[src/lcdmc_pkg.sv]
// Purpose: Shared constants for the display mode control block.
// Assumes: Core clock CLOCK at 25 MHz; display oscillator 270 kHz.
// Notes:   Instruction codes are matched on the leading one bit.
package lcdmc_pkg;
	localparam int CLK_KHZ       = 25000;
	localparam int OSC_KHZ       = 270;
	localparam int OSC_DIV       = CLK_KHZ / OSC_KHZ;
	localparam int BLINK_MS      = 370;
	localparam int BLINK_OSC     = BLINK_MS * OSC_KHZ;
	localparam int FRAME_UNIT    = 64;
	localparam int DOTS_NARROW   = 5;
	localparam int DOTS_WIDE     = 6;
	localparam int LP_DIV_ONE    = 4;
	localparam int LP_DIV_MULTI  = 2;

	// Port addresses (the instruction select line)
	localparam logic ADDR_INSTR   = 1'h0;
	localparam logic ADDR_STATUS  = 1'h1;

	// Instruction fields
	localparam int B_SHIFT_TGT   = 3;
	localparam int B_SHIFT_DIR   = 2;
	localparam int B_DL          = 4;
	localparam int B_N           = 3;
	localparam int B_RE          = 2;
	localparam int B_BE          = 1;
	localparam int B_LP          = 0;
	localparam int B_FW          = 2;
	localparam int B_BW          = 1;
	localparam int B_NW          = 0;

	// Address counter limits per line format
	localparam logic [6:0] AC_ONE_LAST  = 7'h4F;
	localparam logic [6:0] AC_TWO_END1  = 7'h27;
	localparam logic [6:0] AC_TWO_BEG2  = 7'h40;
	localparam logic [6:0] AC_TWO_END2  = 7'h67;
	localparam logic [4:0] AC_FOUR_END  = 5'h13;
	localparam logic [6:0] LEN_ONE      = 7'h50;
	localparam logic [6:0] LEN_TWO      = 7'h28;
	localparam logic [6:0] LEN_FOUR     = 7'h14;

	// Reset values
	localparam logic       RST_BUS_W    = 1'h1;
	localparam logic [6:0] RST_AC       = 7'h00;

	typedef enum logic [1:0] {
		LINES_ONE,
		LINES_TWO,
		LINES_FOUR
	} lcdmc_lines_t;

	typedef enum logic [1:0] {
		RAM_TEXT,
		RAM_GLYPH,
		RAM_ICON
	} lcdmc_ram_t;

	typedef enum logic {
		NIB_HIGH,
		NIB_LOW
	} lcdmc_nib_t;
endpackage : lcdmc_pkg

[src/lcdmc_top.sv]
// Purpose: Display mode control: decodes instructions, holds mode bits,
//          address counter, display shift, blink and frame timing.
// Assumes: Host port is synchronous to CLOCK; EXPANDER pin is not.
// Notes:   RAM data transfers and scroll quantity are handled elsewhere.
//
// The implementer's own choices: strobed register access and the placing of the registers.
module lcdmc_top #(
	parameter int BLINK_TICKS = lcdmc_pkg::BLINK_OSC
) (
	input  wire logic               CLOCK,
	input  wire logic               RST,
	input  wire logic               ADDR,
	input  wire logic [7:0]         WDATA,
	input  wire logic               WR,
	input  wire logic               RD,
	output logic      [7:0]         RDATA,
	input  wire logic               EXPANDER_PRESENT,
	output logic                    DISPLAY_ON,
	output logic                    CURSOR_SHOW,
	output logic                    CURSOR_BLANK,
	output logic                    CURSOR_INVERT,
	output logic                    USER_BLINK_PHASE,
	output logic      [2:0]         CELL_DOTS,
	output logic                    ROM_LEFT_BLANK,
	output logic                    FRAME_TICK,
	output logic                    CORE_TICK,
	output lcdmc_pkg::lcdmc_lines_t LINE_MODE,
	output logic      [6:0]         ADDR_COUNTER,
	output logic      [6:0]         SHIFT_OFFSET,
	output logic      [3:0]         LINE_SCROLL_EN,
	output lcdmc_pkg::lcdmc_ram_t   RAM_SEL,
	output logic      [1:0]         ICON_ADDR_HIGH_SEL,
	output logic                    BUS_WIDTH_SEL,
	output logic                    EXT_REG_ENABLE,
	output logic                    LOW_POWER_ACTIVE
);
	import lcdmc_pkg::*;
	function automatic logic [6:0] next_addr(
		input logic [6:0]   a,
		input logic         right,
		input lcdmc_lines_t lm
	);
		logic [6:0] r;
		r = right ? 7'(a + 7'h01) : 7'(a - 7'h01);
		case (lm)
			LINES_TWO: begin
				if (right && a == AC_TWO_END1) begin
					r = AC_TWO_BEG2;
				end else if (right && a == AC_TWO_END2) begin
					r = 7'h00;
				end else if (!right && a == 7'h00) begin
					r = AC_TWO_END2;
				end else if (!right && a == AC_TWO_BEG2) begin
					r = AC_TWO_END1;
				end
			end
			LINES_FOUR: begin
				if (right && a[4:0] == AC_FOUR_END) begin
					r = {2'(a[6:5] + 2'h1), 5'h00};
				end else if (!right && a[4:0] == 5'h00) begin
					r = {2'(a[6:5] - 2'h1), AC_FOUR_END};
				end
			end
			default: begin
				if (right && a == AC_ONE_LAST) begin
					r = 7'h00;
				end else if (!right && a == 7'h00) begin
					r = AC_ONE_LAST;
				end
			end
		endcase
		return r;
	endfunction : next_addr
	function automatic logic [6:0] line_len(input lcdmc_lines_t lm);
		case (lm)
			LINES_TWO:  return LEN_TWO;
			LINES_FOUR: return LEN_FOUR;
			default:    return LEN_ONE;
		endcase
	endfunction : line_len
	// Mode state
	logic         disp_on_q;
	logic         cursor_q;
	logic         char_blink_q;
	logic         font_width_sel_q;
	logic         invert_cursor_q;
	logic         four_line_sel_q;
	logic         two_line_sel_q;
	logic         bus_width_sel_q;
	logic         ext_reg_enable_q;
	logic         user_font_blink_en_q;
	logic         low_power_sel_q;
	logic [3:0]   line_scroll_enable_q;
	logic [1:0]   icon_addr_high_sel_q;
	logic [6:0]   addr_counter_q;
	logic [6:0]   shift_q;
	lcdmc_ram_t   ram_sel_q;
	// Host port
	lcdmc_nib_t   nib_q;
	logic [3:0]   nib_hold_q;
	logic [7:0]   rdata_q;
	// Timing
	logic [6:0]   osc_cnt_q;
	logic         osc_tick;
	logic [1:0]   div_cnt_q;
	logic         core_tick_q;
	logic [16:0]  blink_cnt_q;
	logic         blink_phase_q;
	logic [8:0]   frame_cnt_q;
	logic         frame_tick_q;
	logic         ext_s1_q;
	logic         ext_s2_q;
	// Decode
	logic         wr_byte;
	logic [7:0]   ins;
	logic         rd_byte;
	lcdmc_lines_t lines_d;
	logic         lp_active;
	logic [7:0]   rd_full;
	// Expander strap pin synchroniser
	always_ff @(posedge CLOCK or posedge RST) begin
		if (RST) begin
			ext_s1_q <= 1'h0;
			ext_s2_q <= 1'h0;
		end else begin
			ext_s1_q <= EXPANDER_PRESENT;
			ext_s2_q <= ext_s1_q;
		end
	end
	// Byte assembly: 8-bit, or two nibbles on the upper lanes
	always_comb begin
		wr_byte = 1'b0;
		rd_byte = 1'b0;
		ins     = WDATA;
		if (bus_width_sel_q) begin
			wr_byte = WR && ADDR == ADDR_INSTR;
			rd_byte = RD;
		end else begin
			wr_byte = WR && ADDR == ADDR_INSTR && nib_q == NIB_LOW;
			rd_byte = RD && nib_q == NIB_LOW;
			ins     = {nib_hold_q, WDATA[7:4]};
		end
	end
	always_ff @(posedge CLOCK or posedge RST) begin
		if (RST) begin
			nib_q      <= NIB_HIGH;
			nib_hold_q <= 4'h0;
		end else if (!bus_width_sel_q && (WR || RD)) begin
			nib_q <= (nib_q == NIB_HIGH) ? NIB_LOW : NIB_HIGH;
			if (WR && nib_q == NIB_HIGH) begin
				nib_hold_q <= WDATA[7:4];
			end
		end else if (bus_width_sel_q) begin
			nib_q <= NIB_HIGH;
		end
	end
	// Line format: four-line select wins over two-line select
	always_comb begin
		if (four_line_sel_q) begin
			lines_d = LINES_FOUR;
		end else if (two_line_sel_q) begin
			lines_d = LINES_TWO;
		end else begin
			lines_d = LINES_ONE;
		end
	end
	assign lp_active = low_power_sel_q && !ext_s2_q;
	// Display on/off control and extension function set
	always_ff @(posedge CLOCK or posedge RST) begin
		if (RST) begin
			disp_on_q        <= 1'h0;
			cursor_q         <= 1'h0;
			char_blink_q     <= 1'h0;
			font_width_sel_q <= 1'h0;
			invert_cursor_q  <= 1'h0;
			four_line_sel_q  <= 1'h0;
		end else if (wr_byte && ins[7:4] == 4'h0 && ins[3]) begin
			if (!ext_reg_enable_q) begin
				disp_on_q    <= ins[2];
				cursor_q     <= ins[1];
				char_blink_q <= ins[0];
			end else begin
				font_width_sel_q <= ins[B_FW];
				invert_cursor_q  <= ins[B_BW];
				four_line_sel_q  <= ins[B_NW];
			end
		end
	end
	// Function set; the shift instruction leaves ext_reg_enable unchanged
	always_ff @(posedge CLOCK or posedge RST) begin
		if (RST) begin
			bus_width_sel_q      <= RST_BUS_W;
			two_line_sel_q       <= 1'h0;
			ext_reg_enable_q     <= 1'h0;
			user_font_blink_en_q <= 1'h0;
			low_power_sel_q      <= 1'h0;
		end else if (wr_byte && ins[7:5] == 3'h1) begin
			bus_width_sel_q  <= ins[B_DL];
			two_line_sel_q   <= ins[B_N];
			ext_reg_enable_q <= ins[B_RE];
			if (ext_reg_enable_q) begin
				user_font_blink_en_q <= ins[B_BE];
				low_power_sel_q      <= ins[B_LP];
			end
		end else if (wr_byte && ins[7:4] == 4'h1 && !ext_reg_enable_q) begin
			ext_reg_enable_q <= 1'h0;
		end
	end
	// Scroll enable, extended only
	always_ff @(posedge CLOCK or posedge RST) begin
		if (RST) begin
			line_scroll_enable_q <= 4'h0;
		end else if (wr_byte && ins[7:4] == 4'h1 && ext_reg_enable_q) begin
			line_scroll_enable_q <= ins[3:0];
		end
	end
	// Address counter, RAM selection and display shift
	always_ff @(posedge CLOCK or posedge RST) begin
		if (RST) begin
			addr_counter_q       <= RST_AC;
			shift_q              <= 7'h00;
			ram_sel_q            <= RAM_TEXT;
			icon_addr_high_sel_q <= 2'h0;
		end else if (wr_byte) begin
			if (ins[7:2] == 6'h00 && ins[1:0] != 2'h0) begin
				// Clear display and return home
				addr_counter_q <= RST_AC;
				shift_q        <= 7'h00;
				ram_sel_q      <= RAM_TEXT;
			end else if (ins[7:4] == 4'h1 && !ext_reg_enable_q) begin
				if (!ins[B_SHIFT_TGT]) begin
					addr_counter_q <= next_addr(addr_counter_q, ins[B_SHIFT_DIR],
						lines_d);
				end else if (!lp_active) begin
					if (ins[B_SHIFT_DIR]) begin
						shift_q <= (shift_q + 7'h01 >= line_len(lines_d)) ?
							7'h00 : 7'(shift_q + 7'h01);
					end else begin
						shift_q <= (shift_q == 7'h00) ?
							7'(line_len(lines_d) - 7'h01) : 7'(shift_q - 7'h01);
					end
				end
			end else if (ins[7:6] == 2'h1 && !ext_reg_enable_q) begin
				addr_counter_q <= {1'h0, ins[5:0]};
				ram_sel_q      <= RAM_GLYPH;
			end else if (ins[7:6] == 2'h1) begin
				addr_counter_q       <= {3'h0, ins[3:0]};
				icon_addr_high_sel_q <= ins[5:4];
				ram_sel_q            <= RAM_ICON;
			end else if (ins[7] && !ext_reg_enable_q) begin
				addr_counter_q <= ins[6:0];
				ram_sel_q      <= RAM_TEXT;
			end
		end
	end
	// Read data one cycle after the strobe; nibble reads give the high half first
	assign rd_full = (ADDR == ADDR_INSTR) ? {1'h0, addr_counter_q} :
		{ext_reg_enable_q, low_power_sel_q, user_font_blink_en_q, four_line_sel_q,
		two_line_sel_q, invert_cursor_q, font_width_sel_q, bus_width_sel_q};
	always_ff @(posedge CLOCK or posedge RST) begin
		if (RST) begin
			rdata_q <= 8'h00;
		end else if (!RD) begin
			rdata_q <= 8'h00;
		end else if (bus_width_sel_q) begin
			rdata_q <= rd_full;
		end else if (rd_byte) begin
			rdata_q <= {rd_full[3:0], 4'h0};
		end else begin
			rdata_q <= {rd_full[7:4], 4'h0};
		end
	end
	// Oscillator tick from the 25 MHz clock
	always_ff @(posedge CLOCK or posedge RST) begin
		if (RST) begin
			osc_cnt_q <= 7'h00;
		end else if (osc_cnt_q == 7'(OSC_DIV - 1)) begin
			osc_cnt_q <= 7'h00;
		end else begin
			osc_cnt_q <= 7'(osc_cnt_q + 7'h01);
		end
	end
	assign osc_tick = osc_cnt_q == 7'(OSC_DIV - 1);
	// Core tick: oscillator, divided in low power mode
	always_ff @(posedge CLOCK or posedge RST) begin
		if (RST) begin
			div_cnt_q   <= 2'h0;
			core_tick_q <= 1'h0;
		end else begin
			core_tick_q <= 1'h0;
			if (osc_tick) begin
				if (!lp_active) begin
					div_cnt_q   <= 2'h0;
					core_tick_q <= 1'h1;
				end else if (div_cnt_q >= 2'((lines_d == LINES_ONE ?
					LP_DIV_ONE : LP_DIV_MULTI) - 1)) begin
					div_cnt_q   <= 2'h0;
					core_tick_q <= 1'h1;
				end else begin
					div_cnt_q <= 2'(div_cnt_q + 2'h1);
				end
			end
		end
	end
	// Blink phase: toggles every blink period of oscillator ticks
	always_ff @(posedge CLOCK or posedge RST) begin
		if (RST) begin
			blink_cnt_q   <= 17'h00000;
			blink_phase_q <= 1'h0;
		end else if (osc_tick) begin
			if (blink_cnt_q >= 17'(BLINK_TICKS - 1)) begin
				blink_cnt_q   <= 17'h00000;
				blink_phase_q <= !blink_phase_q;
			end else begin
				blink_cnt_q <= 17'(blink_cnt_q + 17'h00001);
			end
		end
	end
	// Frame tick: six units instead of five lowers rate to 5/6
	always_ff @(posedge CLOCK or posedge RST) begin
		if (RST) begin
			frame_cnt_q  <= 9'h000;
			frame_tick_q <= 1'h0;
		end else begin
			frame_tick_q <= 1'h0;
			if (osc_tick) begin
				if (frame_cnt_q >= 9'(FRAME_UNIT * ((font_width_sel_q || lp_active) ?
					DOTS_WIDE : DOTS_NARROW) - 1)) begin
					frame_cnt_q  <= 9'h000;
					frame_tick_q <= 1'h1;
				end else begin
					frame_cnt_q <= 9'(frame_cnt_q + 9'h001);
				end
			end
		end
	end
	// Registered display attributes
	always_ff @(posedge CLOCK or posedge RST) begin
		if (RST) begin
			CURSOR_SHOW      <= 1'h0;
			CURSOR_BLANK     <= 1'h0;
			CURSOR_INVERT    <= 1'h0;
			USER_BLINK_PHASE <= 1'h0;
			CELL_DOTS        <= 3'(DOTS_NARROW);
			ROM_LEFT_BLANK   <= 1'h0;
			LINE_MODE        <= LINES_ONE;
			LOW_POWER_ACTIVE <= 1'h0;
		end else begin
			CURSOR_SHOW      <= cursor_q && !invert_cursor_q;
			CURSOR_BLANK     <= char_blink_q && blink_phase_q &&
				!invert_cursor_q;
			CURSOR_INVERT    <= invert_cursor_q && blink_phase_q;
			USER_BLINK_PHASE <= user_font_blink_en_q && blink_phase_q;
			CELL_DOTS        <= 3'(font_width_sel_q ? DOTS_WIDE : DOTS_NARROW);
			ROM_LEFT_BLANK   <= font_width_sel_q;
			LINE_MODE        <= lines_d;
			LOW_POWER_ACTIVE <= lp_active;
		end
	end
	assign RDATA              = rdata_q;
	assign DISPLAY_ON         = disp_on_q;
	assign FRAME_TICK         = frame_tick_q;
	assign CORE_TICK          = core_tick_q;
	assign ADDR_COUNTER       = addr_counter_q;
	assign SHIFT_OFFSET       = shift_q;
	assign LINE_SCROLL_EN     = line_scroll_enable_q;
	assign RAM_SEL            = ram_sel_q;
	assign ICON_ADDR_HIGH_SEL = icon_addr_high_sel_q;
	assign BUS_WIDTH_SEL      = bus_width_sel_q;
	assign EXT_REG_ENABLE     = ext_reg_enable_q;
endmodule : lcdmc_top

[config.mk]
export PLATFORM = sky130hd
export DESIGN_NAME = lcdmc_top
export DESIGN_NICKNAME = d
export VERILOG_FILES = /design/src/lcdmc_pkg.sv /design/src/lcdmc_top.sv
export SDC_FILE = /design/constraint.sdc
export NUM_CORES = 1
export LEC_CHECK = 0
export ABC_AREA = 1
export BUFFER_PORTS_ARGS = -buffer_cell sky130_fd_sc_hd__buf_2
export CORE_ASPECT_RATIO = 1.25
export CORE_MARGIN = 1
export CORE_UTILIZATION = 54
export DETAILED_ROUTE_END_ITERATION = 7
export PLACE_DENSITY = 0.8
export SETUP_SLACK_MARGIN = 0.5
export SLEW_MARGIN = 20
export SYNTH_ARGS = -nofsm -noshare
export SYNTH_HDL_FRONTEND = slang
export SYNTH_SLANG_ARGS = --single-unit
export TNS_END_PERCENT = 100
[constraint.sdc]
create_clock -name CLOCK -period 2.7 [get_ports CLOCK]
set_input_delay 0.27 -clock CLOCK [delete_from_list [all_inputs] [get_ports CLOCK]]
set_output_delay 0.27 -clock CLOCK [all_outputs]
set_load 0.01 [all_outputs]
==> After elaboration in Yosys (flattened, before gate mapping) <==
Cells that the tools add are included.
{ "word_totals": {"register_bits": 97, "out_inout_bits": 46, "wordCells": 199} }
{ "classes": {"add_sub_neg": 13, "reduce_logical": 58, "n_bitwise": 6, "n_eq_ne": 14, "muxes": 68, "order_cmp": 4} }
{ "ops": {"columns": ["cell", "n"], "rows": [
  ["7-bit two-way mux", 35],
  ["8-bit two-way mux", 5],
  ["7-bit == test (second input constant)", 4],
  ["1-bit logical AND", 28],
  ["7-bit one-hot mux with 2 select lines", 2],
  ["2-bit two-way mux", 11],
  ["7-bit by 1-bit adder with 7-bit output (second input constant)", 3],
  ["7-bit by 1-bit subtractor with 7-bit output (second input constant)", 3],
  ["17-bit by 1-bit adder with 17-bit output (second input constant)", 1],
  ["17-bit greater-or-equal comparator (second input constant)", 1],
  ["17-bit two-way mux", 1],
  ["7-bit zero test", 2],
  ["1-bit two-way mux", 13],
  ["2-bit AND reduction", 5],
  ["2-bit nonzero test", 5],
  ["9-bit by 1-bit adder with 9-bit output (second input constant)", 1],
  ["9-bit greater-or-equal comparator", 1],
  ["9-bit two-way mux", 1],
  ["9-bit by 1-bit subtractor with 9-bit output (second input constant)", 1],
  ["7-bit by 6-bit == test with 1-bit output (second input constant)", 1],
  ["7-bit greater-or-equal comparator", 1],
  ["1-bit zero test", 6],
  ["6-bit zero test", 1],
  ["1-bit inverter", 6],
  ["20 further kinds", 25]
]} }

==> Depth between registers and ports, before layout <==
Gate-level depths: netlist of run 1.
{ "depth": {"ltp_word": 17, "depth_mapped": 18, "mapped_depth_nobuf": 16} }

==> Worst setup path before layout of run 1 <==
No wires, ideal clock.
{ "synth_timing": {"path_type": "register -> register", "startpoint": "reg bus_width_sel_q, in the netlist BUS_WIDTH_SEL", "endpoint": "reg addr_counter_q[6], in the netlist ADDR_COUNTER[6]", "path_buffers": 2, "t_arrival_ps": 2630, "required_ps": 2635, "setup_ps": 65, "setup_slack_ps": 5, "path_stages_with_launch": 16, "cell_sequence": "dfstp_2 -> buf_6 -> nand2_1 -> nand2_1 -> clkbuf_1 -> ha_1 -> or2_2 -> nand3_1 -> nand2_1 -> nand2_1 -> nand2_1 -> o21ai_0 -> nand3_1 -> nand2_1 -> nand2_1 -> nand2_1"} }
{ "synth_via": {"elab_chain_cells": 11, "elab_cells_between_ends": 37} }
{ "synth_lines": {"columns": ["item", "line_no", "source"], "rows": [
  ["start, declared", "lcdmc_top.sv:89", "logic bus_width_sel_q;"],
  ["start signal, assigned", "lcdmc_top.sv:198", "bus_width_sel_q <= ins[B_DL];"],
  ["8-bit two-way mux", "lcdmc_top.sv:135", "if (bus_width_sel_q) begin"],
  ["1-bit zero test", null, null],
  ["1-bit logical AND", "lcdmc_top.sv:53", "end else if (!right && a == AC_TWO_BEG2) begin"],
  ["7-bit two-way mux", "lcdmc_top.sv:53", null],
  ["7-bit two-way mux", "lcdmc_top.sv:51", "end else if (!right && a == 7'h00) begin"],
  ["7-bit two-way mux", "lcdmc_top.sv:49", "end else if (right && a == AC_TWO_END2) begin"],
  ["7-bit two-way mux", "lcdmc_top.sv:47", "if (right && a == AC_TWO_END1) begin"],
  ["7-bit one-hot mux with 2 select lines", "lcdmc_top.sv:45", "case (lm)"],
  ["7-bit two-way mux", "lcdmc_top.sv:231", "if (!ins[B_SHIFT_TGT]) begin"],
  ["7-bit two-way mux", "lcdmc_top.sv:230", "end else if (ins[7:4] == 4'h1 && !ext_reg_enable_q) begin"],
  ["7-bit two-way mux", "lcdmc_top.sv:225", "if (ins[7:2] == 6'h00 && ins[1:0] != 2'h0) begin"],
  ["end signal, assigned", "lcdmc_top.sv:232", "addr_counter_q <= next_addr(addr_counter_q, ins[B_SHIFT_DIR],"],
  ["end signal, assigned", "lcdmc_top.sv:244", "addr_counter_q <= {1'h0, ins[5:0]};"],
  ["end signal, assigned", "lcdmc_top.sv:247", "addr_counter_q <= {3'h0, ins[3:0]};"],
  ["end, declared", "lcdmc_top.sv:95", "logic [6:0] addr_counter_q;"]
]} }
Several ways; a longest one is shown, not always the timed one. The select of a mux whose other input is x is not followed.
A chain may end at the register's enable or synchronous reset.

==> Worst setup path after layout of run 1 <==
{ "layout_timing": {"startpoint": "reg shift_q[1], in the netlist SHIFT_OFFSET[1]", "endpoint": "reg shift_q[3], in the netlist SHIFT_OFFSET[3]"} }
{ "layout_via": {"elab_chain_cells": 8, "elab_cells_between_ends": 11} }
{ "layout_lines": {"columns": ["item", "line_no", "source"], "rows": [
  ["start, declared", "lcdmc_top.sv:96", "logic [6:0] shift_q;"],
  ["start signal, assigned", "lcdmc_top.sv:236", "shift_q <= (shift_q + 7'h01 >= line_len(lines_d)) ?"],
  ["start signal, assigned", "lcdmc_top.sv:239", "shift_q <= (shift_q == 7'h00) ?"],
  ["7-bit by 1-bit adder with 7-bit output", "lcdmc_top.sv:236, lcdmc_top.sv:237", null],
  ["7-bit greater-or-equal comparator", "lcdmc_top.sv:236", null],
  ["7-bit two-way mux", "lcdmc_top.sv:236", null],
  ["7-bit two-way mux (*)", "lcdmc_top.sv:235", "if (ins[B_SHIFT_DIR]) begin"],
  ["7-bit two-way mux (*)", "lcdmc_top.sv:234", "end else if (!lp_active) begin"],
  ["7-bit two-way mux (*)", "lcdmc_top.sv:231", null],
  ["7-bit two-way mux (*)", "lcdmc_top.sv:230", null],
  ["7-bit two-way mux (*)", "lcdmc_top.sv:225", null]
]} }
Every way passes the cells marked *; elsewhere a longest branch is shown, timed or not. The select of a mux whose other input is x is not followed.

==> load_flow_metrics.sql, run 1 <==
INSERT INTO impl_metrics (metric_group, metric, value, unit) VALUES
('status', 'status', 'completed', ''),
('cells_and_area', 'most-common-layout-cells', 'sky130_fd_sc_hd__nand2_1, sky130_fd_sc_hd__inv_1, sky130_fd_sc_hd__dfrtp_1, sky130_fd_sc_hd__nor2_1, sky130_fd_sc_hd__buf_2', ''),
('sta', 'grt_setup_unrepaired', 'true', ''),
('cells_and_area', 'areaGrowthSynthToFinish', '23.36', '%'),
('synthesis', 'syn_avg_cell_area', '7.490', 'um2'),
('global_route', 'grt_max_degree', '37', ''),
('cts', 'clock-sinks', '95', ''),
('synthesis', 'syn_inst', '748', ''),
('worst_setup_path', 'arrival', '2590', 'ps'),
('place', 'routabilityCongestion', '0.9499', ''),
('floorplanning', 'start_util', '55.44', '%'),
('cts', 'depth_of_the_cts_h_tree', '3', ''),
('sta', 'tightest_slew', '548.3', 'ps'),
('global_route', 'grt_overflow_total', '0', ''),
('power_and_ir_drop', 'sw_frac_of_total', '45.09', '%'),
('power_and_ir_drop', 'power.share.sequential', '30.0', '%'),
('synthesis', 'syn-cell-area', '5603', 'um2'),
('drt', 'drt_wl_total', '14870', 'um'),
('synthesis', 'synthDistinctLibCells', '45', ''),
('synthesis', 'synth_seq_cells', '95', ''),
('drt', 'ant_nets', '0', ''),
('sta', 'setup_violations', '0', ''),
('sta', 'hold_violation_total_from_the_final_report', '0', ''),
('worst_setup_path', 'timing.critical_path.to_type', 'flop', ''),
('cells_and_area', 'post_route_cells_drive_above_1_share', '23.04', '%'),
('sta', 'slew_headroom', '63.37', '%'),
('cells_and_area', 'final_cell_area', '6912', 'um2'),
('worst_setup_path', 'start_kind', 'flop', ''),
('sta', 'final_sum_of_negative_setup_slack', '0', 'ps'),
('place', 'io_buffer_count', '58', ''),
('synthesis', 'synthDominantAreaCellType', 'sky130_fd_sc_hd__dfrtp_1', ''),
('floorplanning', 'core_area', '10110', 'um2'),
('cells_and_area', 'most_common_cell_after_layout_fill_and_taps_aside', 'sky130_fd_sc_hd__nand2_1', ''),
('synthesis', 'synth.yosys.seq_area_share', '42.47', '%'),
('worst_setup_path', 'timing_worst_setup_path_type', 'flop to flop', ''),
('power_and_ir_drop', 'p_leak', '3.560', 'nW'),
('power_and_ir_drop', 'pwr_density_cell', '998.5', 'nW/um2'),
('floorplanning', 'die_h', '115.9', 'um'),
('floorplanning', 'area_enclosed_by_the_die_boundary', '10790', 'um2'),
('cts', 'deepest_clock_path_buffer_count', '2', ''),
('power_and_ir_drop', 'ir_drop', '699.2', 'uV'),
('power_and_ir_drop', 'power_report.internal_total', '3.789', 'mW'),
('synthesis', 'synth_enable_flop_cells', '0', ''),
('run', 'drv.max_cap_violation_count', '0', ''),
('drt', 'drt_drc_violations_left', '0', ''),
('cts', 'total_clock_buffers_created_by_cts', '9', ''),
('power_and_ir_drop', 'combinationalPowerShare', '51.7', '%'),
('drt', 'drt-pass1-iter-count', '5', ''),
('cts', 'worst_skew_pair.late_latency', '350', 'ps'),
('sta', 'fin_worst_skew', '6.881', 'ps'),
('worst_setup_path', 'critical_path_peak_fanout', '6', ''),
('sta', 'number_of_slew_limit_violations_in_the_final_report', '0', ''),
('place', 'dpl-instance-area', '6155', 'um2'),
('sta', 'timing.fmax', '431.6', 'MHz'),
('drt', 'detail_route.iter0.violations', '371', ''),
('power_and_ir_drop', 'total_power_consumption_of_the_routed_design', '6.901', 'mW'),
('floorplanning', 'top_level_ports', '60', ''),
('global_route', 'grt_antenna_before_repair', '0', ''),
('synthesis', 'async_flop_share', '100.0', '%'),
('synthesis', 'ys_top_cells_by_area', 'sky130_fd_sc_hd__dfrtp_1, sky130_fd_sc_hd__nand2_1, sky130_fd_sc_hd__inv_1, sky130_fd_sc_hd__nand3_1, sky130_fd_sc_hd__o21ai_0', ''),
('global_route', 'wire_length_of_the_first_global_routing_pass', '22980', 'um'),
('global_route', 'number_of_global_route_vias_before_repair', '4997', ''),
('drt', 'total_vias_in_the_final_route', '5335', ''),
('global_route', 'grt_use_total', '27.24', '%'),
('cts', 'worst_setup_hold_path_clk_slew', '70', 'ps'),
('synthesis', 'synth_top_area_share', '41.54', '%'),
('hold_path', 'timing.hold.worst.class', 'input pin to flop', ''),
('worst_setup_path', 'worst_ep_required_time', '2970', 'ps'),
('synthesis', 'synth-warning-count', '0', ''),
('drt', 'vias_per_cell', '5.494', ''),
('cells_and_area', 'number_of_diodes_added_for_antenna_fixing', '0', '');
power by group through the flow:
stage / clock, mW / sequential [mW] / combinational [mW]
detailed placement: 0 / 2.05 / 2.90
global placement: 0 / 2.04 / 2.82
global route: 1.35 / 2.10 / 3.91
CTS: 1.29 / 2.02 / 2.99
floorplan: 0 / 2.07 / 2.03
finish: 1.27 / 2.07 / 3.56
critical path, cell delays in order (launching register included):
cell and delay, ps:
sky130_fd_sc_hd__dfrtp_1 400, sky130_fd_sc_hd__buf_4 150, sky130_fd_sc_hd__nand3_1 130, sky130_fd_sc_hd__nor3_2 170, sky130_fd_sc_hd__xor2_1 250, sky130_fd_sc_hd__ha_1 330
sky130_fd_sc_hd__nand2_1 120, sky130_fd_sc_hd__o21a_1 200, sky130_fd_sc_hd__nand3_4 120, sky130_fd_sc_hd__o21ai_0 200, sky130_fd_sc_hd__nand3_1 90, sky130_fd_sc_hd__o21ai_1 90
path summary, 6_finish.rpt:
path,from,end,slack [ps],cells after the start
min in group asynchronous,RST,frame_cnt_q[0],510,3
setup / recovery,SHIFT_OFFSET[1],SHIFT_OFFSET[3],380,11
hold / removal,EXPANDER_PRESENT,ext_s1_q,40,1
max in group asynchronous,RST,BUS_WIDTH_SEL,1470,4
setup reg to reg,SHIFT_OFFSET[1],SHIFT_OFFSET[3],380,11
hold reg to reg,ext_s1_q,ext_s2_q,350,0
registers in the layout, summed over array words and instances, names as in the netlist, 2 cells and up:
register,flops
RDATA,8
osc_cnt_q,7
div_cnt_q,2
blink_cnt_q,17
LINE_SCROLL_EN,4
ICON_ADDR_HIGH_SEL,2
LINE_MODE,2
frame_cnt_q,9
RAM_SEL,2
SHIFT_OFFSET,7
CELL_DOTS,2
ADDR_COUNTER,7
nib_hold_q,4
per-layer routing:
metal,share of wire [%],GRT usage [%]
met5,0,0
met4,3.2,13.54
met3,3.9,4.593
met2,52,48.58
met1,40,31.56
kinds of logic after synthesis:
logic type / Yosys count / share of synthesized area [%]
other cells: 1 / 0.06693
compound gates: 104 / 10.12
fa+ha+maj: 20 / 4.600
flops: 95 / 42.47
simple gates: 390 / 31.26
xor+xnor: 21 / 3.283
buf+inv: 117 / 8.196
stage by stage:
stage	setup slack (ps)	hold slack [ps]
after global routing	252.2	35.44
final	383.1	38.36
after detailed placement	303.5	338.9
after CTS	464.7	37.20
after global placement	389.2	335.2
after floorplan	454.6	301.4
synth_stat cells (all sizes together) (2+ instances only):
library cell / number
a21oi: 22
nor2: 77
nand2: 204
nor3b: 4
and3: 2
inv: 103
nand3b: 3
nor3: 14
o21ai: 71
o22ai: 4
dfrtp: 93
o21a: 2
xor2: 16
nand3: 64
clkbuf: 6
xnor2: 5
dfstp: 2
buf: 7
ha: 19
or2: 6
nand4: 13
nor4: 3
layout make-up:
type                    count  area (um2)
multi-input cells         537        3099
well taps                 129       161.4
inverters                 104       401.6
fillers                   816        3194
repair buffers             89       559.3
clock inverters             6       62.56
repair inverters            1       6.256
flip-flops and latches     95        2382
clock buffers              10       239.0
timing repair:
item | in CTS | in global routing
buffers inserted | 5 | 14
endpoints found under the hold margin | 21 | 0
pin swaps | 6 | 31
endpoints found under the setup margin | 11 | 16
cloned | 0 | 3
resized for setup | 8 | 56
hold buffers | 1 | 0
Note: power is estimated with default switching activity, not from simulation.
==> run 2, diff against run 1 <==
--- a/config.mk
+++ b/config.mk
@@ -12,6 +12,8 @@
 export CORE_UTILIZATION = 54
 export DETAILED_ROUTE_END_ITERATION = 7
 export PLACE_DENSITY = 0.8
+export RECOVER_POWER = 100
+export REMOVE_ABC_BUFFERS = 1
 export SETUP_SLACK_MARGIN = 0.5
 export SLEW_MARGIN = 20
 export SYNTH_ARGS = -nofsm -noshare
==> run 2 against run 1 <==
  * The flow now finishes with violations (max-capacitance violations, max-slew violations)
  * Wire length increased by 2.3%
  * Final area decreased by 1.7%
  * Global-route usage increased by 1.2 points
  * Critical endpoint is now SHIFT_OFFSET[2]
  * Largest cell class unchanged
  * Largest power group unchanged
==> load_flow_metrics.sql, run 2 (synthesized netlist as in run 1, its figures left out) <==
INSERT INTO impl_metrics (metric_group, metric, value, unit) VALUES
('drt', 'routed_wire_length_per_instance', '15.72', 'um'),
('worst_setup_path', 'r2r_cells', '12', ''),
('cells_and_area', 'fin_util', '67.20', '%'),
('floorplanning', 'start_util', '55.44', '%'),
('power_and_ir_drop', 'total_power_consumption_of_the_routed_design', '7.000', 'mW'),
('sta', 'tightest_slew', '1798', 'ps'),
('global_route', 'number_of_global_route_vias_before_repair', '5114', ''),
('hold_path', 'worstHoldStart', 'EXPANDER_PRESENT', ''),
('cells_and_area', 'most_common_cell_after_layout_fill_and_taps_aside', 'sky130_fd_sc_hd__nand2_1', ''),
('cells_and_area', 'num-nets-final', '867', ''),
('status', 'failing_checks', 'max-capacitance violations, max-slew violations', ''),
('hold_path', 'min_delay_worst_endpoint', 'ext_s1_q', ''),
('status', 'status', 'finished with violations', ''),
('sta', 'post-route-min-period', '2440', 'ps'),
('power_and_ir_drop', 'net_switching_power', '3.167', 'mW'),
('worst_setup_path', 'timing.critical_path.to_type', 'flop', ''),
('sta', 'hold_violation_total_from_the_final_report', '0', ''),
('drt', 'detail_route.iter0.violations', '320', ''),
('power_and_ir_drop', 'pwr_density_cell', '1031', 'nW/um2'),
('cells_and_area', 'max_ffs_per_register', '17', ''),
('worst_setup_path', 'r2r_setup_slack', '260', 'ps'),
('global_route', 'grt_max_degree', '56', ''),
('drt', 'vias_per_cell', '5.613', ''),
('power_and_ir_drop', 'ir_drop', '675.4', 'uV'),
('sta', 'post-route-period-util', '90.37', '%'),
('worst_setup_path', 'critical_path.most_common_cell', 'sky130_fd_sc_hd__nand2_1', ''),
('hold_path', 'whs_path_depth', '1', ''),
('floorplanning', 'top_level_ports', '60', ''),
('cells_and_area', 'final_cell_area', '6792', 'um2'),
('global_route', 'wire_length_of_the_first_global_routing_pass', '23760', 'um'),
('cts', 'deepest_clock_path_buffer_count', '2', ''),
('sta', 'final_sum_of_negative_setup_slack', '0', 'ps'),
('cts', 'worst_skew_pair.late_latency', '350', 'ps'),
('worst_setup_path', 'worstPathCellList', 'clkbuf_4 -> buf_6 -> nand2_1 -> o21ai_0 -> nand2_4 -> nor2_4 -> nand3_2 -> clkinv_1 -> nand2_1 -> a21oi_4 -> buf_4 -> o21ai_1', ''),
('global_route', 'grt_antenna_before_repair', '0', ''),
('sta', 'slew_headroom', '-20.56', '%'),
('sta', 'setup_violations', '0', ''),
('hold_path', 'timing.hold.worst.class', 'input pin to flop', ''),
('run', 'drv.max_cap_violation_count', '1', ''),
('cells_and_area', 'num-fill-cells', '826', ''),
('power_and_ir_drop', 'power.share.sequential', '29.5', '%'),
('floorplanning', 'core_area', '10110', 'um2'),
('sta', 'timing.fmax', '409.9', 'MHz'),
('drt', 'drt_drc_violations_left', '0', ''),
('cts', 'clock-sinks', '95', ''),
('worst_setup_path', 'worst_path_slowest_cell', 'sky130_fd_sc_hd__dfstp_1', ''),
('floorplanning', 'chipWidth', '93.11', 'um'),
('cts', 'depth_of_the_cts_h_tree', '3', ''),
('sta', 'fin_ws', '260.1', 'ps'),
('power_and_ir_drop', 'p_leak', '3.394', 'nW'),
('cts', 'worst_setup_hold_path_clk_slew', '70', 'ps'),
('sta', 'grt_setup_unrepaired', 'true', ''),
('worst_setup_path', 'timing.rr.start', 'BUS_WIDTH_SEL', ''),
('cts', 'tritoncts_clock_tree', 'done', ''),
('floorplanning', 'die_h', '115.9', 'um'),
('place', 'placement.setup.worst_slack', '107.7', 'ps'),
('power_and_ir_drop', 'combinationalPowerShare', '51.7', '%'),
('cells_and_area', 'areaGrowthSynthToFinish', '21.21', '%'),
('worst_setup_path', 'start_kind', 'flop', ''),
('cells_and_area', 'regMostFlops', 'blink_cnt_q', ''),
('drt', 'total_vias_in_the_final_route', '5428', ''),
('worst_setup_path', 'timing.rr.end', 'SHIFT_OFFSET[2]', ''),
('place', 'routabilityCongestion', '1.013', ''),
('cells_and_area', 'most-common-layout-cells', 'sky130_fd_sc_hd__nand2_1, sky130_fd_sc_hd__inv_1, sky130_fd_sc_hd__dfrtp_1, sky130_fd_sc_hd__nor2_1, sky130_fd_sc_hd__o21ai_0', ''),
('worst_setup_path', 'arrival', '2680', 'ps'),
('power_and_ir_drop', 'sw_frac_of_total', '45.24', '%'),
('global_route', 'grt_overflow_total', '0', ''),
('drt', 'drt_wl_total', '15210', 'um'),
('place', 'dpl.hpwl', '10470', 'um'),
('power_and_ir_drop', 'clkPwrFrac', '18.8', '%'),
('worst_setup_path', 'worst_ep_required_time', '2940', 'ps'),
('drt', 'drt-pass1-iter-count', '5', ''),
('cells_and_area', 'post_route_cells_drive_above_1_share', '16.47', '%'),
('cts', 'clock-root-buffer', 'sky130_fd_sc_hd__clkbuf_16', ''),
('worst_setup_path', 'slowest_delay', '640', 'ps'),
('floorplanning', 'area_enclosed_by_the_die_boundary', '10790', 'um2'),
('sta', 'fin_worst_skew', '6.637', 'ps'),
('drt', 'ant_nets', '0', ''),
('worst_setup_path', 'timing_worst_setup_path_type', 'flop to flop', ''),
('place', 'dpl-instance-area', '6067', 'um2'),
('cts', 'total_clock_buffers_created_by_cts', '9', ''),
('cells_and_area', 'number_of_diodes_added_for_antenna_fixing', '0', ''),
('worst_setup_path', 'critical_path_peak_fanout', '11', ''),
('global_route', 'grt_use_total', '28.48', '%'),
('place', 'io_buffer_count', '58', ''),
('sta', 'number_of_slew_limit_violations_in_the_final_report', '41', ''),
('floorplanning', 'rows', '41', ''),
('power_and_ir_drop', 'power_report.internal_total', '3.833', 'mW');
-- run 2: cell types whose count changed in the layout (fill, tap and decap cells not counted), sizes merged --
cell         previous run  this run
nand2                 205       204
clkinvlp                3         1
dlygate4sd3             1         0
bufinv                  0         1
inv                   106       104
buf                    88        38
clkbuf                 10        59
clkinv                  2         4
-- run 2: final cells by class --
cell class	instances	area [um2]	share of cell area [%]
Tap cell	129	161.4	2.377
Clock buffer	10	229.0	3.371
Multi-Input combinational cell	536	3075	45.28
Clock inverter	6	75.07	1.105
Timing Repair Buffer	87	474.2	6.982
Inverter	104	396.6	5.840
Sequential cell	95	2380	35.04
-- run 2: routing by layer --
layer  GRT usage, %  up-vias  wire length (um)
li1               -     2576                 -
met1          32.70     2559              5921
met2          50.59      231              7766
met3          5.643       62               865
met4          14.05        0               653
met5              0        -                 0
-- run 2: worst max path at each step --
stage / startpoint / to / slack (ps) / cells past startpoint
global route: SHIFT_OFFSET[4] / SHIFT_OFFSET[6] / 100 / 14
CTS: SHIFT_OFFSET[0] / SHIFT_OFFSET[6] / 390 / 15
finish: BUS_WIDTH_SEL / SHIFT_OFFSET[2] / 260 / 12
detailed placement: SHIFT_OFFSET[0] / SHIFT_OFFSET[1] / 110 / 14
floorplan: RST / ADDR_COUNTER[0] / -40 / 1
global placement: SHIFT_OFFSET[0] / SHIFT_OFFSET[1] / 200 / 14
-- run 2: stage by stage --
| step | instances | hold WS, ps |
|---|---|---|
| global route | 967 | 17.06 |
| CTS | 955 | 18.44 |
| finish | 967 | 26.45 |
| floorplan | 735 | 301.4 |
| detailed placement | 931 | 358.8 |
| global placement | 931 | 334.2 |
-- run 2: critical path: cells and delay by family (launching register included) --
kind,cells,cell delay [ps]
simple gates,5,540
buf+inv,4,560
flops,1,640
compound gates,3,580
-- run 2: power groups by stage --
stage | Combinational, mW | Sequential [mW] | Clock, mW
2_1_floorplan | 1.81 | 2.09 | 0
3_3_place_gp | 2.71 | 2.04 | 0
3_5_place_dp | 2.76 | 2.05 | 0
4_1_cts | 3.02 | 2.04 | 1.34
5_1_grt | 3.97 | 2.10 | 1.40
6_report | 3.62 | 2.06 | 1.32
-- run 2: timing repair --
action / CTS / global route
gates resized for setup: 24 / 56
hold buffers: 0 / 0
buffers inserted: 8 / 12
endpoints found under the setup margin: 11 / 18
pin swaps: 10 / 29
gates cloned: 0 / 0
==> run 3, diff against run 2 <==
--- a/config.mk
+++ b/config.mk
@@ -12,7 +12,7 @@
 export CORE_UTILIZATION = 54
 export DETAILED_ROUTE_END_ITERATION = 7
 export PLACE_DENSITY = 0.8
-export RECOVER_POWER = 100
+export RECOVER_POWER = 50
 export REMOVE_ABC_BUFFERS = 1
 export SETUP_SLACK_MARGIN = 0.5
 export SLEW_MARGIN = 20
==> run 3 against run 2 <==
  * The run still ends with max-capacitance violations, max-slew violations left
  * Sequential power about the same
  * Largest cell class unchanged
  * Die area unchanged
  * Critical path depth rose by 3
  * Highest routed layer unchanged
  * Clock power about the same
  * Largest power group unchanged
==> load_flow_metrics.sql, run 3 (synthesized netlist as in run 1, its figures left out) <==
INSERT INTO impl_metrics (metric_group, metric, value, unit) VALUES
('sta', 'fin_ws', '319.5', 'ps'),
('hold_path', 'timing.hold.worst.class', 'input pin to flop', ''),
('place', 'dpl.hpwl', '10470', 'um'),
('cells_and_area', 'number_of_diodes_added_for_antenna_fixing', '0', ''),
('global_route', 'wire_length_of_the_first_global_routing_pass', '23760', 'um'),
('drt', 'detail_route.iter0.violations', '332', ''),
('cells_and_area', 'final_instance_count_without_filler_cells', '967', ''),
('worst_setup_path', 'arrival', '2610', 'ps'),
('drt', 'routed_wire_length_per_instance', '15.69', 'um'),
('place', 'placement.setup.worst_slack', '107.7', 'ps'),
('place', 'dp.cells', '931', ''),
('cells_and_area', 'post_route_cells_drive_above_1_share', '21.24', '%'),
('cts', 'worst_setup_hold_path_clk_slew', '70', 'ps'),
('global_route', 'grt_overflow_total', '0', ''),
('sta', 'post-route-period-util', '88.17', '%'),
('place', 'routabilityCongestion', '1.013', ''),
('global_route', 'grt_max_degree', '56', ''),
('floorplanning', 'start_util', '55.44', '%'),
('power_and_ir_drop', 'pwr_density_cell', '1029', 'nW/um2'),
('cells_and_area', 'most-common-layout-cells', 'sky130_fd_sc_hd__nand2_1, sky130_fd_sc_hd__inv_1, sky130_fd_sc_hd__dfrtp_1, sky130_fd_sc_hd__nor2_1, sky130_fd_sc_hd__o21ai_0', ''),
('hold_path', 'worstHoldStart', 'EXPANDER_PRESENT', ''),
('floorplanning', 'top_level_ports', '60', ''),
('sta', 'post-route-min-period', '2380', 'ps'),
('worst_setup_path', 'r2r_setup_slack', '320', 'ps'),
('drt', 'total_vias_in_the_final_route', '5415', ''),
('hold_path', 'min_delay_worst_endpoint', 'ext_s1_q', ''),
('drt', 'ant_nets', '0', ''),
('hold_path', 'whs_path_depth', '1', ''),
('sta', 'final_sum_of_negative_setup_slack', '0', 'ps'),
('global_route', 'grt_use_total', '28.48', '%'),
('worst_setup_path', 'slowest_delay', '380', 'ps'),
('floorplanning', 'die_h', '115.9', 'um'),
('cells_and_area', 'num-nets-final', '867', ''),
('cells_and_area', 'max_ffs_per_register', '17', ''),
('status', 'status', 'finished with violations', ''),
('place', 'io_buffer_count', '58', ''),
('worst_setup_path', 'timing_worst_setup_path_type', 'flop to flop', ''),
('sta', 'fin_worst_skew', '7.947', 'ps'),
('sta', 'grt_setup_unrepaired', 'true', ''),
('sta', 'timing.fmax', '420.1', 'MHz'),
('power_and_ir_drop', 'ir_drop', '682.4', 'uV'),
('worst_setup_path', 'timing.rr.end', 'SHIFT_OFFSET[6]', ''),
('worst_setup_path', 'worst_path_slowest_cell', 'sky130_fd_sc_hd__dfrtp_1', ''),
('floorplanning', 'core_area', '10110', 'um2'),
('sta', 'setup_violations', '0', ''),
('cells_and_area', 'fin_util', '67.90', '%'),
('cells_and_area', 'register_area', '2381', 'um2'),
('worst_setup_path', 'timing.rr.start', 'SHIFT_OFFSET[0]', ''),
('cts', 'tritoncts_clock_tree', 'done', ''),
('cts', 'clock-root-buffer', 'sky130_fd_sc_hd__clkbuf_16', ''),
('cts', 'worst_skew_pair.late_latency', '350', 'ps'),
('sta', 'hold_violation_total_from_the_final_report', '0', ''),
('global_route', 'number_of_global_route_vias_before_repair', '5114', ''),
('power_and_ir_drop', 'total_power_consumption_of_the_routed_design', '7.061', 'mW'),
('cts', 'total_clock_buffers_created_by_cts', '9', ''),
('cells_and_area', 'areaGrowthSynthToFinish', '22.47', '%'),
('power_and_ir_drop', 'p_leak', '3.524', 'nW'),
('worst_setup_path', 'r2r_cells', '15', ''),
('drt', 'drt_wl_total', '15170', 'um'),
('worst_setup_path', 'timing.critical_path.to_type', 'flop', ''),
('worst_setup_path', 'critical_path_peak_fanout', '6', ''),
('run', 'drv.max_cap_violation_count', '1', ''),
('drt', 'drt-pass1-iter-count', '5', ''),
('cells_and_area', 'regMostFlops', 'blink_cnt_q', ''),
('cells_and_area', 'num-fill-cells', '809', ''),
('worst_setup_path', 'start_kind', 'flop', ''),
('cells_and_area', 'area_of_combinational_cells_with_multiple_inputs', '3094', 'um2'),
('cts', 'deepest_clock_path_buffer_count', '2', ''),
('floorplanning', 'rows', '41', ''),
('cts', 'depth_of_the_cts_h_tree', '3', ''),
('worst_setup_path', 'worstPathCellList', 'ha_2 -> nand3_2 -> nor2_2 -> nand2_1 -> xor2_1 -> inv_1 -> ha_4 -> nand4_1 -> or2_4 -> nand3_4 -> nor2_2 -> nor2_1 -> nor2_1 -> o21ai_1 -> nand2_1', ''),
('global_route', 'grt_antenna_before_repair', '0', ''),
('cts', 'clock-sinks', '95', ''),
('sta', 'number_of_slew_limit_violations_in_the_final_report', '41', ''),
('floorplanning', 'chipWidth', '93.11', 'um'),
('sta', 'tightest_slew', '1791', 'ps'),
('status', 'failing_checks', 'max-capacitance violations, max-slew violations', ''),
('floorplanning', 'area_enclosed_by_the_die_boundary', '10790', 'um2'),
('drt', 'drt_drc_violations_left', '0', ''),
('worst_setup_path', 'worst_ep_required_time', '2930', 'ps'),
('cts', 'cts_hold_repair.buffers', '0', ''),
('drt', 'vias_per_cell', '5.600', ''),
('cells_and_area', 'most_common_cell_after_layout_fill_and_taps_aside', 'sky130_fd_sc_hd__nand2_1', ''),
('sta', 'slew_headroom', '-20.04', '%');
-- run 3: where the power goes --
group          total [mW]  leakage, nW  internal [mW]  switching [mW]
combinational        3.67         2.13           1.44            2.23
clock                1.33        0.151          0.736           0.591
sequential           2.06         1.24           1.71           0.347
-- run 3: worst max path at each step --
stage	startpoint	to	slack (ps)
2_1_floorplan	RST	ADDR_COUNTER[0]	-40
3_3_place_gp	SHIFT_OFFSET[0]	SHIFT_OFFSET[1]	200
3_5_place_dp	SHIFT_OFFSET[0]	SHIFT_OFFSET[1]	110
4_1_cts	SHIFT_OFFSET[0]	SHIFT_OFFSET[6]	390
5_1_grt	SHIFT_OFFSET[0]	SHIFT_OFFSET[6]	130
6_report	SHIFT_OFFSET[0]	SHIFT_OFFSET[6]	320
-- run 3: metal layers --
layer  track usage [%]  part of all wire (%)
met3             5.643                   5.4
met1             32.70                    39
met4             14.05                   4.4
met5                 0                     0
met2             50.59                    51
-- run 3: area by class of cell --
cell class	instances	share of cell area, %
Clock inverter	6	1.094
Inverter	104	5.780
Multi-Input combinational cell	536	45.09
Clock buffer	10	3.337
Sequential cell	95	34.70
Timing Repair Buffer	87	7.640
Tap cell	129	2.352
-- run 3: critical path, delay by kind of cell (launching register included) --
| family | cells | cell delay, ps |
|---|---|---|
| adders and majority gates | 2 | 500 |
| DFF | 1 | 380 |
| and+or+nand+nor | 10 | 970 |
| AOI/OAI and AO/OA | 1 | 70 |
| xor gates and xnor gates | 1 | 230 |
| buffers and inverters | 1 | 130 |
-- run 3: through the flow --
stage | hold slack, ps | instance area, um2
floorplan | 301.4 | 5534
global placement | 334.2 | 6067
detailed placement | 358.8 | 6067
CTS | 18.44 | 6539
global route | 17.06 | 6862
finish | 26.37 | 6862
-- run 3: repair_timing --
item,in CTS,in global routing
pin swaps,10,29
buffers inserted,8,12
gates resized for setup,24,56
endpoints found under the setup margin,11,18
